**src/hdl/dpo_consts.svh**
```systemverilog
`ifndef DPO_CONSTS_SVH
`define DPO_CONSTS_SVH
// Processor write addresses of the two level cells
`define DPO_ADDR_LEVEL_A 7'h6d
`define DPO_ADDR_LEVEL_B 7'h6e
// Configuration register numbers
`define DPO_CFG_OSC    6'h1b
`define DPO_CFG_CHAN_A 6'h1d
`define DPO_CFG_CHAN_B 6'h1e
`define DPO_CFG_RES    6'h1f
`define DPO_CFG_CLK    6'h20
`define DPO_CFG_STAT   6'h21
// Field positions
`define DPO_OSC_CTUNE_LSB 0
`define DPO_OSC_FTUNE_LSB 2
`define DPO_OSC_RUN_LSB   5
`define DPO_OSC_DIV4_BIT  8
`define DPO_CH_EN_BIT     0
`define DPO_CH_PDM_BIT    1
`define DPO_CH_PIN_BIT    2
`define DPO_RES_LSB       0
`define DPO_CLK_SRC_BIT   0
`define DPO_CLK_PRE_LSB   1
// Reset values
`define DPO_CFG_OSC_RST  16'h0000
`define DPO_CFG_CHAN_RST 16'h0000
`define DPO_CFG_RES_RST  16'h000a
`define DPO_CFG_CLK_RST  16'h0000
`define DPO_LEVEL_RST    16'h0000
// Timing, frequencies in Hz
`define DPO_MCLK_HZ   25000000
`define DPO_F_5K      5000
`define DPO_F_10K     10000
`define DPO_F_28K     28000
`define DPO_F_48K     48000
`define DPO_F_50K     50000
`define DPO_F_100K    100000
`define DPO_F_200K    200000
`define DPO_FAST_HZ   2000000
`define DPO_FRAC_HZ   1000000
`define DPO_FAST_STEP (`DPO_FAST_HZ / `DPO_FRAC_HZ)
`define DPO_FAST_MOD  (`DPO_MCLK_HZ / `DPO_FRAC_HZ)
`define DPO_LAT_1     1
`define DPO_LAT_2     2
`define DPO_LAT_31    31
`define DPO_RES_MIN   10
`define DPO_RES_MAX   16
`endif

```
**src/hdl/dpo_pkg.sv**
```systemverilog
package dpo_pkg;
  typedef logic [15:0] dpo_word_t;
  typedef logic [4:0]  dpo_res_t;
  typedef enum logic [1:0] {DPO_FO_OFF, DPO_FO_WAIT, DPO_FO_RUN} dpo_fast_state_t;

  // Mask of the low res bits
  function automatic dpo_word_t dpo_res_mask(input dpo_res_t res);
    dpo_res_mask = 16'hffff >> (5'd16 - res);
  endfunction
endpackage

```
**src/hdl/dpo_chan_if.sv**
```systemverilog
`timescale 1ns/1ps
interface dpo_chan_if;
  logic              tick;
  logic              enable;
  logic              pdm_mode;
  dpo_pkg::dpo_res_t res;
  dpo_pkg::dpo_word_t level;
  logic              pulse;
  modport ctrl (output tick, output enable, output pdm_mode, output res, output level,
                input pulse);
  modport chan (input tick, input enable, input pdm_mode, input res, input level,
                output pulse);
endinterface

```
**src/hdl/dpo_top.sv**
```systemverilog
`timescale 1ns/1ps
`include "dpo_consts.svh"

// Behaviour
// - Two channels driven from 16-bit level cells
// - Each channel has its own enable
// - Resolution programmable from 10 to 16
// - Time base from slow or fast oscillator
// - Channel a on pin 0/2, b 1/3
// - Zero level gives constant low output
// - All-ones level gives constant high output
// - Settings held in registers 27, 29-32, status in 33
// - Slow oscillator always runs, no stop
// - Slow frequency set by coarse/fine trim
// - Run field: off, permanent, latency 1/2/31
// - Divide bit quarters fast clock to 500k
// - Pins 0/2 carry a, 1/3 carry b
module dpo_top
#(
  parameter int unsigned SLOW_DIV_5K = `DPO_MCLK_HZ / `DPO_F_5K
)
(
  // Clock and reset
  input  wire logic              mclk_in,
  input  wire logic              rstn_in,
  // Processor write port for level cells
  input  wire logic              proc_wr_in,
  input  wire logic [6:0]        proc_addr_in,
  input  wire dpo_pkg::dpo_word_t proc_data_in,
  // Configuration register port
  input  wire logic              cfg_wr_in,
  input  wire logic              cfg_rd_in,
  input  wire logic [5:0]        cfg_addr_in,
  input  wire dpo_pkg::dpo_word_t cfg_wdata_in,
  output logic [15:0]            cfg_rdata_out,
  output logic                   cfg_rvalid_out,
  // Oscillator status
  output logic                   slow_osc_clock_out,
  output logic                   fast_osc_ready_out,
  // Port pins
  output logic                   port_pin_zero_out,
  output logic                   port_pin_zero_oe_out,
  output logic                   port_pin_one_out,
  output logic                   port_pin_one_oe_out,
  output logic                   port_pin_two_out,
  output logic                   port_pin_two_oe_out,
  output logic                   port_pin_three_out,
  output logic                   port_pin_three_oe_out
);
  import dpo_pkg::*;

  // ***************************************************************
  // Register file
  // ***************************************************************
  dpo_word_t pulse_level_ref_a;
  dpo_word_t pulse_level_ref_b;
  dpo_word_t cfg_osc;
  dpo_word_t cfg_chan_a;
  dpo_word_t cfg_chan_b;
  dpo_word_t cfg_res;
  dpo_word_t cfg_clk;
  dpo_word_t next_level_a;
  dpo_word_t next_level_b;
  dpo_word_t next_cfg_osc;
  dpo_word_t next_cfg_chan_a;
  dpo_word_t next_cfg_chan_b;
  dpo_word_t next_cfg_res;
  dpo_word_t next_cfg_clk;
  dpo_word_t next_rdata;
  logic      next_rvalid;
  dpo_fast_state_t fast_state;
  logic      fast_running;
  dpo_res_t  res_sel;

  // Write decode; level cells are write only from the processor side
  always_comb
  begin
    next_level_a    = pulse_level_ref_a;
    next_level_b    = pulse_level_ref_b;
    next_cfg_osc    = cfg_osc;
    next_cfg_chan_a = cfg_chan_a;
    next_cfg_chan_b = cfg_chan_b;
    next_cfg_res    = cfg_res;
    next_cfg_clk    = cfg_clk;
    if (proc_wr_in && proc_addr_in == `DPO_ADDR_LEVEL_A)
      next_level_a = proc_data_in;
    if (proc_wr_in && proc_addr_in == `DPO_ADDR_LEVEL_B)
      next_level_b = proc_data_in;
    if (cfg_wr_in)
    begin
      unique case (cfg_addr_in)
        `DPO_CFG_OSC:    next_cfg_osc    = cfg_wdata_in;
        `DPO_CFG_CHAN_A: next_cfg_chan_a = cfg_wdata_in;
        `DPO_CFG_CHAN_B: next_cfg_chan_b = cfg_wdata_in;
        `DPO_CFG_RES:    next_cfg_res    = cfg_wdata_in;
        `DPO_CFG_CLK:    next_cfg_clk    = cfg_wdata_in;
        default:         next_cfg_osc    = cfg_osc;       // Status and unmapped ignore writes
      endcase
    end
  end

  // Read mux; unmapped numbers read as zero
  always_comb
  begin
    next_rvalid = cfg_rd_in;
    next_rdata  = 16'h0000;
    if (cfg_rd_in)
    begin
      unique case (cfg_addr_in)
        `DPO_CFG_OSC:    next_rdata = cfg_osc;
        `DPO_CFG_CHAN_A: next_rdata = cfg_chan_a;
        `DPO_CFG_CHAN_B: next_rdata = cfg_chan_b;
        `DPO_CFG_RES:    next_rdata = {11'h000, res_sel};  // Resolution in force
        `DPO_CFG_CLK:    next_rdata = cfg_clk;
        `DPO_CFG_STAT:   next_rdata = {14'h0000, fast_running, fast_state == DPO_FO_RUN};
        default:         next_rdata = 16'h0000;
      endcase
    end
  end

  always_ff @(posedge mclk_in or negedge rstn_in)
  begin
    if (!rstn_in)
    begin
      pulse_level_ref_a <= `DPO_LEVEL_RST;
      pulse_level_ref_b <= `DPO_LEVEL_RST;
      cfg_osc           <= `DPO_CFG_OSC_RST;
      cfg_chan_a        <= `DPO_CFG_CHAN_RST;
      cfg_chan_b        <= `DPO_CFG_CHAN_RST;
      cfg_res           <= `DPO_CFG_RES_RST;
      cfg_clk           <= `DPO_CFG_CLK_RST;
      cfg_rdata_out     <= 16'h0000;
      cfg_rvalid_out    <= 1'b0;
    end
    else
    begin
      pulse_level_ref_a <= next_level_a;
      pulse_level_ref_b <= next_level_b;
      cfg_osc           <= next_cfg_osc;
      cfg_chan_a        <= next_cfg_chan_a;
      cfg_chan_b        <= next_cfg_chan_b;
      cfg_res           <= next_cfg_res;
      cfg_clk           <= next_cfg_clk;
      cfg_rdata_out     <= next_rdata;
      cfg_rvalid_out    <= next_rvalid;
    end
  end

  // ***************************************************************
  // Slow oscillator
  // ***************************************************************
  logic [12:0] slow_cnt;
  logic [12:0] next_slow_cnt;
  logic        slow_tick;
  logic        next_slow_tick;
  logic [12:0] slow_div;

  // Trim pair to divisor; unlisted fine values fall back to the coarse band
  function automatic logic [12:0] slow_divisor(input logic [1:0] ct, input logic [2:0] ft);
    logic [12:0] d;
    d = 13'(`DPO_MCLK_HZ / `DPO_F_50K);
    unique case (ct)
      2'd3: d = (ft == 3'd1) ? 13'(SLOW_DIV_5K) : 13'(`DPO_MCLK_HZ / `DPO_F_10K);
      2'd2: d = (ft == 3'd0) ? 13'(`DPO_MCLK_HZ / `DPO_F_28K) :
                (ft == 3'd3) ? 13'(`DPO_MCLK_HZ / `DPO_F_48K) :
                               13'(`DPO_MCLK_HZ / `DPO_F_50K);
      2'd1: d = 13'(`DPO_MCLK_HZ / `DPO_F_100K);
      2'd0: d = 13'(`DPO_MCLK_HZ / `DPO_F_200K);
    endcase
    slow_divisor = d;
  endfunction

  // Free running from reset; no control bit can halt it
  always_comb
  begin
    slow_div = slow_divisor(cfg_osc[`DPO_OSC_CTUNE_LSB +: 2],
                            cfg_osc[`DPO_OSC_FTUNE_LSB +: 3]);
    next_slow_tick = 1'b0;
    next_slow_cnt  = slow_cnt + 13'h0001;
    if (slow_cnt >= slow_div - 13'h0001)
    begin
      next_slow_cnt  = 13'h0000;
      next_slow_tick = 1'b1;
    end
  end

  always_ff @(posedge mclk_in or negedge rstn_in)
  begin
    if (!rstn_in)
    begin
      slow_cnt  <= 13'h0000;
      slow_tick <= 1'b0;
    end
    else
    begin
      slow_cnt  <= next_slow_cnt;
      slow_tick <= next_slow_tick;
    end
  end

  // ***************************************************************
  // Fast oscillator run control and divider
  // ***************************************************************
  dpo_fast_state_t next_fast_state;
  logic [2:0]  run_seen;
  logic [4:0]  lat_cnt;
  logic [4:0]  next_lat_cnt;
  logic [4:0]  frac;
  logic [4:0]  next_frac;
  logic [1:0]  quarter;
  logic [1:0]  next_quarter;
  logic        fast_tick;
  logic        next_fast_tick;
  logic [2:0]  run_sel;
  logic [5:0]  frac_sum;

  // Any change of the run field restarts the sequence
  always_comb
  begin
    run_sel         = cfg_osc[`DPO_OSC_RUN_LSB +: 3];
    next_fast_state = fast_state;
    next_lat_cnt    = lat_cnt;
    if (run_sel != run_seen)
    begin
      unique case (run_sel)
        3'd1:    next_fast_state = DPO_FO_RUN;
        3'd6:    begin next_fast_state = DPO_FO_WAIT; next_lat_cnt = 5'(`DPO_LAT_1); end
        3'd3:    begin next_fast_state = DPO_FO_WAIT; next_lat_cnt = 5'(`DPO_LAT_2); end
        3'd2:    begin next_fast_state = DPO_FO_WAIT; next_lat_cnt = 5'(`DPO_LAT_31); end
        default: next_fast_state = DPO_FO_OFF;
      endcase
    end
    else if (fast_state == DPO_FO_WAIT && slow_tick)
    begin
      // Latency counted in slow periods before the time base may use it
      next_lat_cnt = lat_cnt - 5'd1;
      if (lat_cnt == 5'd1)
        next_fast_state = DPO_FO_RUN;
    end
    fast_running = fast_state != DPO_FO_OFF;
    // Fractional step: 2 MHz is not an integer divide of the master clock
    frac_sum       = {1'b0, frac} + 6'(`DPO_FAST_STEP);
    next_frac      = frac;
    next_quarter   = quarter;
    next_fast_tick = 1'b0;
    if (fast_running)
    begin
      next_frac = frac_sum[4:0];
      if (frac_sum >= 6'(`DPO_FAST_MOD))
      begin
        next_frac    = 5'(frac_sum - 6'(`DPO_FAST_MOD));
        next_quarter = quarter + 2'd1;
        next_fast_tick = cfg_osc[`DPO_OSC_DIV4_BIT] ? (quarter == 2'd3) : 1'b1;
      end
    end
  end

  always_ff @(posedge mclk_in or negedge rstn_in)
  begin
    if (!rstn_in)
    begin
      fast_state <= DPO_FO_OFF;
      run_seen   <= 3'd0;
      lat_cnt    <= 5'd0;
      frac       <= 5'd0;
      quarter    <= 2'd0;
      fast_tick  <= 1'b0;
    end
    else
    begin
      fast_state <= next_fast_state;
      run_seen   <= run_sel;
      lat_cnt    <= next_lat_cnt;
      frac       <= next_frac;
      quarter    <= next_quarter;
      fast_tick  <= next_fast_tick;
    end
  end

  // ***************************************************************
  // Time base selection and prescaler
  // ***************************************************************
  logic [6:0] pre_cnt;
  logic [6:0] next_pre_cnt;
  logic       base_tick;
  logic       next_base_tick;
  logic       src_tick;
  logic [6:0] pre_mask;

  // Fast source only counts once its latency has elapsed
  always_comb
  begin
    src_tick = cfg_clk[`DPO_CLK_SRC_BIT] ? (fast_tick && fast_state == DPO_FO_RUN)
                                         : slow_tick;
    pre_mask       = 7'(8'h7f >> (3'd7 - cfg_clk[`DPO_CLK_PRE_LSB +: 3]));
    pre_mask       = (cfg_clk[`DPO_CLK_PRE_LSB +: 3] == 3'd0) ? 7'h00 : pre_mask;
    next_pre_cnt   = pre_cnt;
    next_base_tick = 1'b0;
    if (src_tick)
    begin
      next_pre_cnt   = (pre_cnt + 7'h01) & pre_mask;
      next_base_tick = (pre_cnt & pre_mask) == pre_mask;
    end
  end

  always_ff @(posedge mclk_in or negedge rstn_in)
  begin
    if (!rstn_in)
    begin
      pre_cnt   <= 7'h00;
      base_tick <= 1'b0;
    end
    else
    begin
      pre_cnt   <= next_pre_cnt;
      base_tick <= next_base_tick;
    end
  end

  // ***************************************************************
  // Channels and pin routing
  // ***************************************************************
  dpo_chan_if ch_a ();
  dpo_chan_if ch_b ();

  // Out-of-range resolution codes clamp to the nearest legal value
  always_comb
  begin
    res_sel = cfg_res[`DPO_RES_LSB +: 5];
    if (res_sel < 5'(`DPO_RES_MIN))
      res_sel = 5'(`DPO_RES_MIN);
    else if (res_sel > 5'(`DPO_RES_MAX))
      res_sel = 5'(`DPO_RES_MAX);
  end

  assign ch_a.tick     = base_tick;
  assign ch_a.enable   = cfg_chan_a[`DPO_CH_EN_BIT];
  assign ch_a.pdm_mode = cfg_chan_a[`DPO_CH_PDM_BIT];
  assign ch_a.res      = res_sel;
  assign ch_a.level    = pulse_level_ref_a;
  assign ch_b.tick     = base_tick;
  assign ch_b.enable   = cfg_chan_b[`DPO_CH_EN_BIT];
  assign ch_b.pdm_mode = cfg_chan_b[`DPO_CH_PDM_BIT];
  assign ch_b.res      = res_sel;
  assign ch_b.level    = pulse_level_ref_b;

  dpo_chan u_chan_a (.mclk_in(mclk_in), .rstn_in(rstn_in), .bus(ch_a.chan));
  dpo_chan u_chan_b (.mclk_in(mclk_in), .rstn_in(rstn_in), .bus(ch_b.chan));

  // Pins not selected are released and held low
  always_ff @(posedge mclk_in or negedge rstn_in)
  begin
    if (!rstn_in)
    begin
      port_pin_zero_out     <= 1'b0;
      port_pin_zero_oe_out  <= 1'b0;
      port_pin_one_out      <= 1'b0;
      port_pin_one_oe_out   <= 1'b0;
      port_pin_two_out      <= 1'b0;
      port_pin_two_oe_out   <= 1'b0;
      port_pin_three_out    <= 1'b0;
      port_pin_three_oe_out <= 1'b0;
      slow_osc_clock_out    <= 1'b0;
      fast_osc_ready_out    <= 1'b0;
    end
    else
    begin
      port_pin_zero_oe_out  <= ch_a.enable && !cfg_chan_a[`DPO_CH_PIN_BIT];
      port_pin_zero_out     <= ch_a.pulse && !cfg_chan_a[`DPO_CH_PIN_BIT];
      port_pin_two_oe_out   <= ch_a.enable && cfg_chan_a[`DPO_CH_PIN_BIT];
      port_pin_two_out      <= ch_a.pulse && cfg_chan_a[`DPO_CH_PIN_BIT];
      port_pin_one_oe_out   <= ch_b.enable && !cfg_chan_b[`DPO_CH_PIN_BIT];
      port_pin_one_out      <= ch_b.pulse && !cfg_chan_b[`DPO_CH_PIN_BIT];
      port_pin_three_oe_out <= ch_b.enable && cfg_chan_b[`DPO_CH_PIN_BIT];
      port_pin_three_out    <= ch_b.pulse && cfg_chan_b[`DPO_CH_PIN_BIT];
      slow_osc_clock_out    <= slow_tick;
      fast_osc_ready_out    <= fast_state == DPO_FO_RUN;
    end
  end
endmodule // dpo_top

```
**src/hdl/dpo_chan.sv**
```systemverilog
`timescale 1ns/1ps
module dpo_chan
(
  // Clock and reset
  input  wire logic mclk_in,
  input  wire logic rstn_in,
  // Control and pulse
  dpo_chan_if.chan  bus
);
  import dpo_pkg::*;

  dpo_word_t cnt;
  dpo_word_t acc;
  logic      pulse;
  dpo_word_t next_cnt;
  dpo_word_t next_acc;
  logic      next_pulse;
  dpo_word_t mask;
  dpo_word_t lvl;
  logic [16:0] sum;
  logic      over;

  // Period counter, accumulator and output bit
  always_comb
  begin
    mask       = dpo_res_mask(bus.res);
    lvl        = bus.level & mask;
    sum        = {1'b0, acc} + {1'b0, lvl};
    over       = sum > {1'b0, mask};
    next_cnt   = cnt;
    next_acc   = acc;
    next_pulse = pulse;
    if (!bus.enable)
    begin
      next_cnt   = 16'h0000;
      next_acc   = 16'h0000;
      next_pulse = 1'b0;
    end
    else if (bus.tick)
    begin
      next_cnt = (cnt + 16'h0001) & mask;
      // Carry out of a res-bit accumulator spreads highs evenly
      next_acc = over ? (sum[15:0] - mask - 16'h0001) : sum[15:0];
      if (lvl == mask)
        next_pulse = 1'b1;
      else if (lvl == 16'h0000)
        next_pulse = 1'b0;
      else if (bus.pdm_mode)
        next_pulse = over;
      else
        next_pulse = cnt < lvl;
    end
  end

  always_ff @(posedge mclk_in or negedge rstn_in)
  begin
    if (!rstn_in)
    begin
      cnt   <= 16'h0000;
      acc   <= 16'h0000;
      pulse <= 1'b0;
    end
    else
    begin
      cnt   <= next_cnt;
      acc   <= next_acc;
      pulse <= next_pulse;
    end
  end

  assign bus.pulse = pulse;
endmodule // dpo_chan

```
**config.mk**
```make
export PLATFORM = sky130hd
export DESIGN_NAME = dpo_top
export DESIGN_NICKNAME = d
export VERILOG_FILES = /design/src/hdl/dpo_pkg.sv /design/src/hdl/dpo_chan_if.sv /design/src/hdl/dpo_top.sv /design/src/hdl/dpo_chan.sv
export VERILOG_INCLUDE_DIRS = /design/src /design/src/hdl
export SDC_FILE = /design/constraint.sdc
export NUM_CORES = 1
export LEC_CHECK = 0
export ABC_AREA = 1
export BUFFER_PORTS_ARGS = -buffer_cell sky130_fd_sc_hd__buf_2
export CAP_MARGIN = 20
export CELL_PAD_IN_SITES_DETAIL_PLACEMENT = 1
export CELL_PAD_IN_SITES_GLOBAL_PLACEMENT = 2
export CORE_MARGIN = 5
export CORE_UTILIZATION = 30
export DETAILED_ROUTE_END_ITERATION = 6
export PLACE_DENSITY_LB_ADDON = 0.1
export SYNTH_ARGS = -nofsm -noshare
export SYNTH_HDL_FRONTEND = slang
export SYNTH_SLANG_ARGS = --single-unit
```
**constraint.sdc**
```tcl
create_clock -name mclk_in -period 5.2 [get_ports mclk_in]
set_input_delay 0.78 -clock mclk_in [delete_from_list [all_inputs] [get_ports mclk_in]]
set_output_delay 0.78 -clock mclk_in [all_outputs]
set_load 0.005 [all_outputs]
```
==> run_results.csv, run 1 <==
group,metric,value,unit
status,outcome,"finished clean",
timing,period_share,93.8,%
detailed_routing,vias_per_cell,4.84,
timing,tightest_slew,972,ps
power,internal_power,3.90,mW
timing,fmax,0.205,GHz
timing,hold-worst-slack,132,ps
critical_path,critPathMaxStageDelay,390,ps
power,p_total,5.83,mW
global_routing,antenna_found_initial,3,
yosys,async_flop_share,100,%
power,p_sw,1.93,mW
finish,area_growth_syn_to_layout,21.4,%
place,dp_slack,-96.4,ps
detailed_routing,wire_per_inst,18.5,um
global_routing,overflow,0,
clock_network,clk_latency,600,ps
place,io_buffers,76,
yosys,yosys.area.top_type_share,38.3,%
power,clock_power_share,40.0,%
yosys,syn_area,15200,um2
timing,setup_tns,0,ps
timing,finalCriticalPeriod,4880,ps
critical_path,critPathMaxFanout,9,
timing,final_hold_viol_count,0,
clock_network,clk_pin_slew,70,ps
power,peakVddDrop,0.246,mV
clock_network,cts_max_level,1,
power,pwr-share-seq,36.5,%
power,p_leak,9.25,nW
critical_path,crit_path_start_kind,"register",
finish,final_util,36.8,%
critical_path,cp.arrival,5360,ps
yosys,syn_nets,2145,
detailed_routing,drt_wl_total,52.3,mm
critical_path,crit_top_cell,"inv_1",
finish,diodes,0,
finish,drive_above_1_share,15.8,%
min_path,hold_class,"in2async",
yosys,ys.flop_type,"dfrtp_1",
clock_network,clock_sinks,234,
yosys,synth_edf_count,0,
yosys,synth_seq_cells,234,
yosys,synth_area_leader_cell,"dfrtp_1",
yosys,ys_warn_count,0,
timing,maxSlewHeadroom,34.6,%
timing,setup_violations,0,
critical_path,cp.required,5690,ps
clock_network,clockBufferDepth,3,
detailed_routing,drtPass1Iterations,4,
detailed_routing,drtIter0Drc,501,
run,drv_cap,0,
detailed_routing,remaining_drc_errors,0,
place,gp_congestion,0.819,
power,swShare,33.1,%
yosys,syn_inst,1968,
detailed_routing,vias,13650,
clock_network,cts_tree,"done",
power,comb_power_share,23.6,%
global_routing,grt_max_degree,129,
die,die_h,235,um
die,ioPinCount,77,
yosys,synthTopCellsByCount,"nand2_1, inv_1, dfrtp_1",
timing,finalWorstSetupSlack,323,ps
die,die_area,55100,um2
timing,fin_worst_skew,13.7,ps
yosys,syn_area_per_cell,7.70,um2
clock_network,cts_buffers,31,
die,die_w,235,um
critical_path,end_kind,"register",
power,powerDensity,316,nW/um2
finish,final_nets,2301,
detailed_routing,ant_nets,0,
global_routing,grt_pass1_vias,14509,
die,rows,82,
timing,slew_viol_final,0,
place,place_hpwl,39.5,mm
die,core,50100,um2
yosys,synthMostInstantiatedCell,"nand2_1",
critical_path,path_class,"reg2reg",
yosys,synth_area_leaders,"dfrtp_1, nand2_1, ha_1",
critical_path,slowest_stage,"fa_1",
clock_network,cts_root_buffer,"clkbuf_16",
die,floorplan.initialDensity,30.3,%
global_routing,grt_usage,18.3,%
yosys,ys_types,60,
yosys,synth.yosys.seq_area_share,38.6,%
global_routing,grt_pass1_wl,82.3,mm
[critical path: cells and delay by family, from the launching register on]
kind,cells,cell delay [ps]
fa+ha+maj,4,1100
compound gates,4,880
buf+inv,8,730
flops,1,370
xor+xnor,2,350
simple gates,13,1350
[state kept, by name, summed over array words and instances (netlist names), 7 cells and up]
signal and count:
ch_a.level 16, cfg_chan_a 16, u_chan_a.acc 16, cfg_clk 16
cfg_chan_b 16, u_chan_a.cnt 16, cfg_osc 16, cfg_rdata_out 16
slow_cnt 13, u_chan_b.acc 16, u_chan_b.cnt 16, ch_b.level 16
pre_cnt 7
[area by class of cell]
class,instances,area (um2)
clock buffers,37,838
clock inverters,20,260
fillers,6194,31700
inverters,285,1090
multi-input cells,1408,8380
flip-flops and latches,234,5860
well taps,672,841
repair buffers,163,1140
repair inverters,1,8.76
[metrics by stage]
stage          std cells  area [um2]
4_1_cts             2798       17900
5_1_grt             2820       18400
3_5_place_dp        2738       16700
3_3_place_gp        2737       16700
6_report            2820       18400
2_1_floorplan       1968       15200
[placed cells by master (no fill, tap or decap), types with 9 or more instances in the layout]
cell type / count
ha_1: 111
o22ai_1: 15
nor2_2: 20
o21ai_0: 186
nor2_1: 147
dfrtp_1: 232
o21ai_1: 24
nand2_2: 24
nand4_1: 32
a221oi_1: 15
xor2_1: 36
xnor2_1: 22
buf_4: 77
a21oi_1: 97
a22o_1: 11
ha_4: 9
nor3_1: 30
buf_2: 75
nand2_1: 426
nand3_1: 77
a21oi_2: 14
clkbuf_16: 31
inv_1: 278
[cell families (layout without fill, tap and decap cells)]
group           after synthesis  count (layout)  synth area share, %
simple gates                794             796                 22.5
compound gates              418             418                 15.7
buf+inv                     328             506                 8.61
flops                       234             234                 38.6
fa+ha+maj                   127             127                 10.7
xor+xnor                     65              65                 3.75
other cells                   1               1               0.0247
mux                           1               1               0.0743
[per-layer routing]
metal | vias to the layer above | share of wire (%) | track usage [%]
li1 | 6812 | - | -
met1 | 6622 | 47 | 24.7
met2 | 145 | 48 | 31.5
met3 | 67 | 2.8 | 2.35
met4 | 4 | 2.3 | 4.26
met5 | - | 0.048 | 0
[power groups by stage]
| stage | Clock (mW) | Sequential, mW | Combinational (mW) |
|---|---|---|---|
| floorplan | 0 | 2.11 | 0.831 |
| global placement | 0 | 2.15 | 1.26 |
| detailed placement | 0 | 2.15 | 1.29 |
| CTS | 2.41 | 2.12 | 1.30 |
| global route | 2.48 | 2.15 | 1.56 |
| finish | 2.33 | 2.12 | 1.37 |
[worst paths after layout]
check | cells after the start | from | to | slack [ps]
worst min register to register | 0 | slow_tick$_DFF_PN0_ | slow_osc_clock_out$_DFF_PN0_ | 430
max in group asynchronous | 2 | rstn_in | run_seen[1]$_DFF_PN0_ | 3850
min in group mclk_in | 1 | cfg_rd_in | cfg_rvalid_out$_DFF_PN0_ | 300
worst max register to register | 31 | cfg_res[2]$_DFFE_PN0P_ | u_chan_a.acc[15]$_DFFE_PN0P_ | 320
worst max-delay path | 31 | cfg_res[2]$_DFFE_PN0P_ | u_chan_a.acc[15]$_DFFE_PN0P_ | 320
worst min-delay path | 1 | rstn_in | u_chan_a.cnt[5]$_DFFE_PN0P_ | 130
[repair_timing]
item	4_1_cts	5_1_grt
setup buffers	2	18
hold endpoints to repair	0	0
gates cloned	1	2
endpoints found under the setup margin	32	34
hold buffers	0	0
resized for setup	7	80
pin swaps	2	19
No activity file was read; power rests on OpenSTA's default activity.
==> inputs of run 2 (changes only) <==
Settings changed: PLACE_DENSITY set to 0.65, PLACE_DENSITY_LB_ADDON 0.1 to unset.
==> run 2 against run 1 <==
Against the previous run:
- wire length decreased by 2.0%
- largest power group unchanged
- design area is 0.95% lower
- critical path type unchanged
- clock skew about the same
- die area unchanged
- largest cell class unchanged
- utilization is 0.35 points lower
- sequential share of layout area up 0.31 points
- critical path depth fell by 3
- non-clock buffer count down 14
- critical endpoint is now u_chan_a.acc[3]$_DFFE_PN0P_
==> run_results.csv, run 2 (synthesized netlist as in run 1, its figures left out) <==
group,metric,value,unit
status,outcome,"finished clean",
place,gp_congestion,0.815,
clock_network,clk_pin_slew,60,ps
die,ioPinCount,77,
place,dp_slack,-13.0,ps
timing,fmax,0.203,GHz
timing,maxSlewHeadroom,38.1,%
power,powerDensity,312,nW/um2
power,peakVddDrop,0.262,mV
detailed_routing,remaining_drc_errors,0,
place,dpl.cell_count,2730,
clock_network,cts_root_buffer,"clkbuf_16",
critical_path,cp-startpoint,"cfg_res[2]$_DFFE_PN0P_",
detailed_routing,vias_per_cell,4.84,
detailed_routing,drtPass1Iterations,4,
clock_network,cts_buffers,31,
global_routing,overflow,0,
clock_network,hold_buffers,0,
place,io_buffers,76,
finish,multi_input_area,8390,um2
die,die_area,55100,um2
timing,period_share,94.6,%
die,die_w,235,um
finish,final_util,36.4,%
clock_network,clock_sinks,234,
timing,tightest_slew,927,ps
die,die_h,235,um
critical_path,end_kind,"register",
place,place_area,16600,um2
finish,finalInstanceArea,18200,um2
global_routing,grt_usage,17.9,%
clock_network,clk_latency,600,ps
timing,setup_violations,0,
critical_path,critPathMaxFanout,11,
finish,final_nets,2287,
clock_network,clockBufferDepth,3,
global_routing,grt_pass1_vias,14292,
finish,area_growth_syn_to_layout,20.3,%
critical_path,crit-reg2reg-launch,"cfg_res[2]$_DFFE_PN0P_",
global_routing,antenna_found_initial,2,
finish,final_cell_mix,"nand2_1, inv_1, dfrtp_1",
timing,finalCriticalPeriod,4920,ps
finish,diodes,0,
timing,finalWorstSetupSlack,281,ps
detailed_routing,vias,13578,
timing,rsz0062_at_grt,"yes",
die,rows,82,
clock_network,cts_max_level,1,
detailed_routing,drtIter0Drc,515,
die,floorplan.initialDensity,30.3,%
finish,stdcell_count,2804,
critical_path,regToRegSetupSlack,280,ps
critical_path,path_class,"reg2reg",
place,place_hpwl,38.5,mm
critical_path,cp.arrival,5400,ps
critical_path,critPathMaxStageDelay,400,ps
timing,fin_worst_skew,13.6,ps
detailed_routing,ant_nets,0,
run,drv_cap,0,
finish,final_common_cell,"nand2_1",
critical_path,slowest_stage,"dfrtp_1",
global_routing,grt_pass1_wl,80.7,mm
global_routing,grt_max_degree,79,
finish,seq_area,5860,um2
finish,drive_above_1_share,14.5,%
detailed_routing,wire_per_inst,18.3,um
detailed_routing,drt_wl_total,51.2,mm
clock_network,cts_tree,"done",
timing,slew_viol_final,0,
critical_path,crit_path_start_kind,"register",
finish,fill_cells,6110,
critical_path,cp.required,5680,ps
timing,final_hold_viol_count,0,
min_path,hold_class,"in2async",
power,p_leak,9.17,nW
die,core,50100,um2
==> run 2: report_power, final <==
| part | switching, mW | total, mW | internal (mW) |
|---|---|---|---|
| logic | 0.847 | 1.33 | 0.487 |
| clock network | 0.895 | 2.23 | 1.34 |
| registers | 0.142 | 2.13 | 1.98 |
==> run 2: final timing paths <==
kind,endpoint,depth (start not counted)
max in group asynchronous,cfg_rdata_out[13]$_DFF_PN0_,2
min in group mclk_in,cfg_rvalid_out$_DFF_PN0_,1
hold / removal,u_chan_a.cnt[5]$_DFFE_PN0P_,1
hold reg to reg,slow_osc_clock_out$_DFF_PN0_,0
setup reg to reg,u_chan_a.acc[3]$_DFFE_PN0P_,28
setup / recovery,u_chan_a.acc[3]$_DFFE_PN0P_,28
==> run 2: per-stage QoR <==
| step | total power, mW | hold WS, ps | TNS, ps |
|---|---|---|---|
| 2_1_floorplan | 2.94 | 354 | 0 |
| 3_3_place_gp | 3.41 | 423 | 0 |
| 5_1_grt | 6.04 | 208 | -715 |
| 3_5_place_dp | 3.43 | 412 | -22.7 |
| 6_report | 5.69 | 182 | 0 |
| 4_1_cts | 5.73 | 187 | 0 |
==> run 2: cell type report <==
cell class | count | share of cell area (%)
Sequential cell | 234 | 32.1
Inverter | 285 | 5.96
Clock inverter | 10 | 0.919
Tap cell | 672 | 4.61
Timing Repair Buffer | 149 | 5.69
Clock buffer | 45 | 4.71
Multi-Input combinational cell | 1409 | 46.0
==> run 2: what timing repair did <==
action,4_1_cts,5_1_grt
gates resized for setup,3,78
setup endpoints to repair,10,34
setup buffers,0,12
pin swaps,2,15
gates cloned,0,3
==> run 2: metal layers <==
metal | GRT usage [%] | share of wire (%) | vias to the layer above
met1 | 24.2 | 48 | 6559
met3 | 2.58 | 2.9 | 76
met5 | 0 | 0.043 | -
met2 | 30.3 | 47 | 157
li1 | - | - | 6782
met4 | 4.30 | 2.5 | 4
==> run 2: worst max-delay path: cells and delay by family, from the launching register on <==
kind	cells	cell delay [ps]
AND/OR/NAND/NOR	11	1600
buffers and inverters	8	940
adder cells (fa/ha/maj)	3	810
XOR/XNOR	1	230
flip-flops	1	400
AO/OA/AOI/OAI	5	770
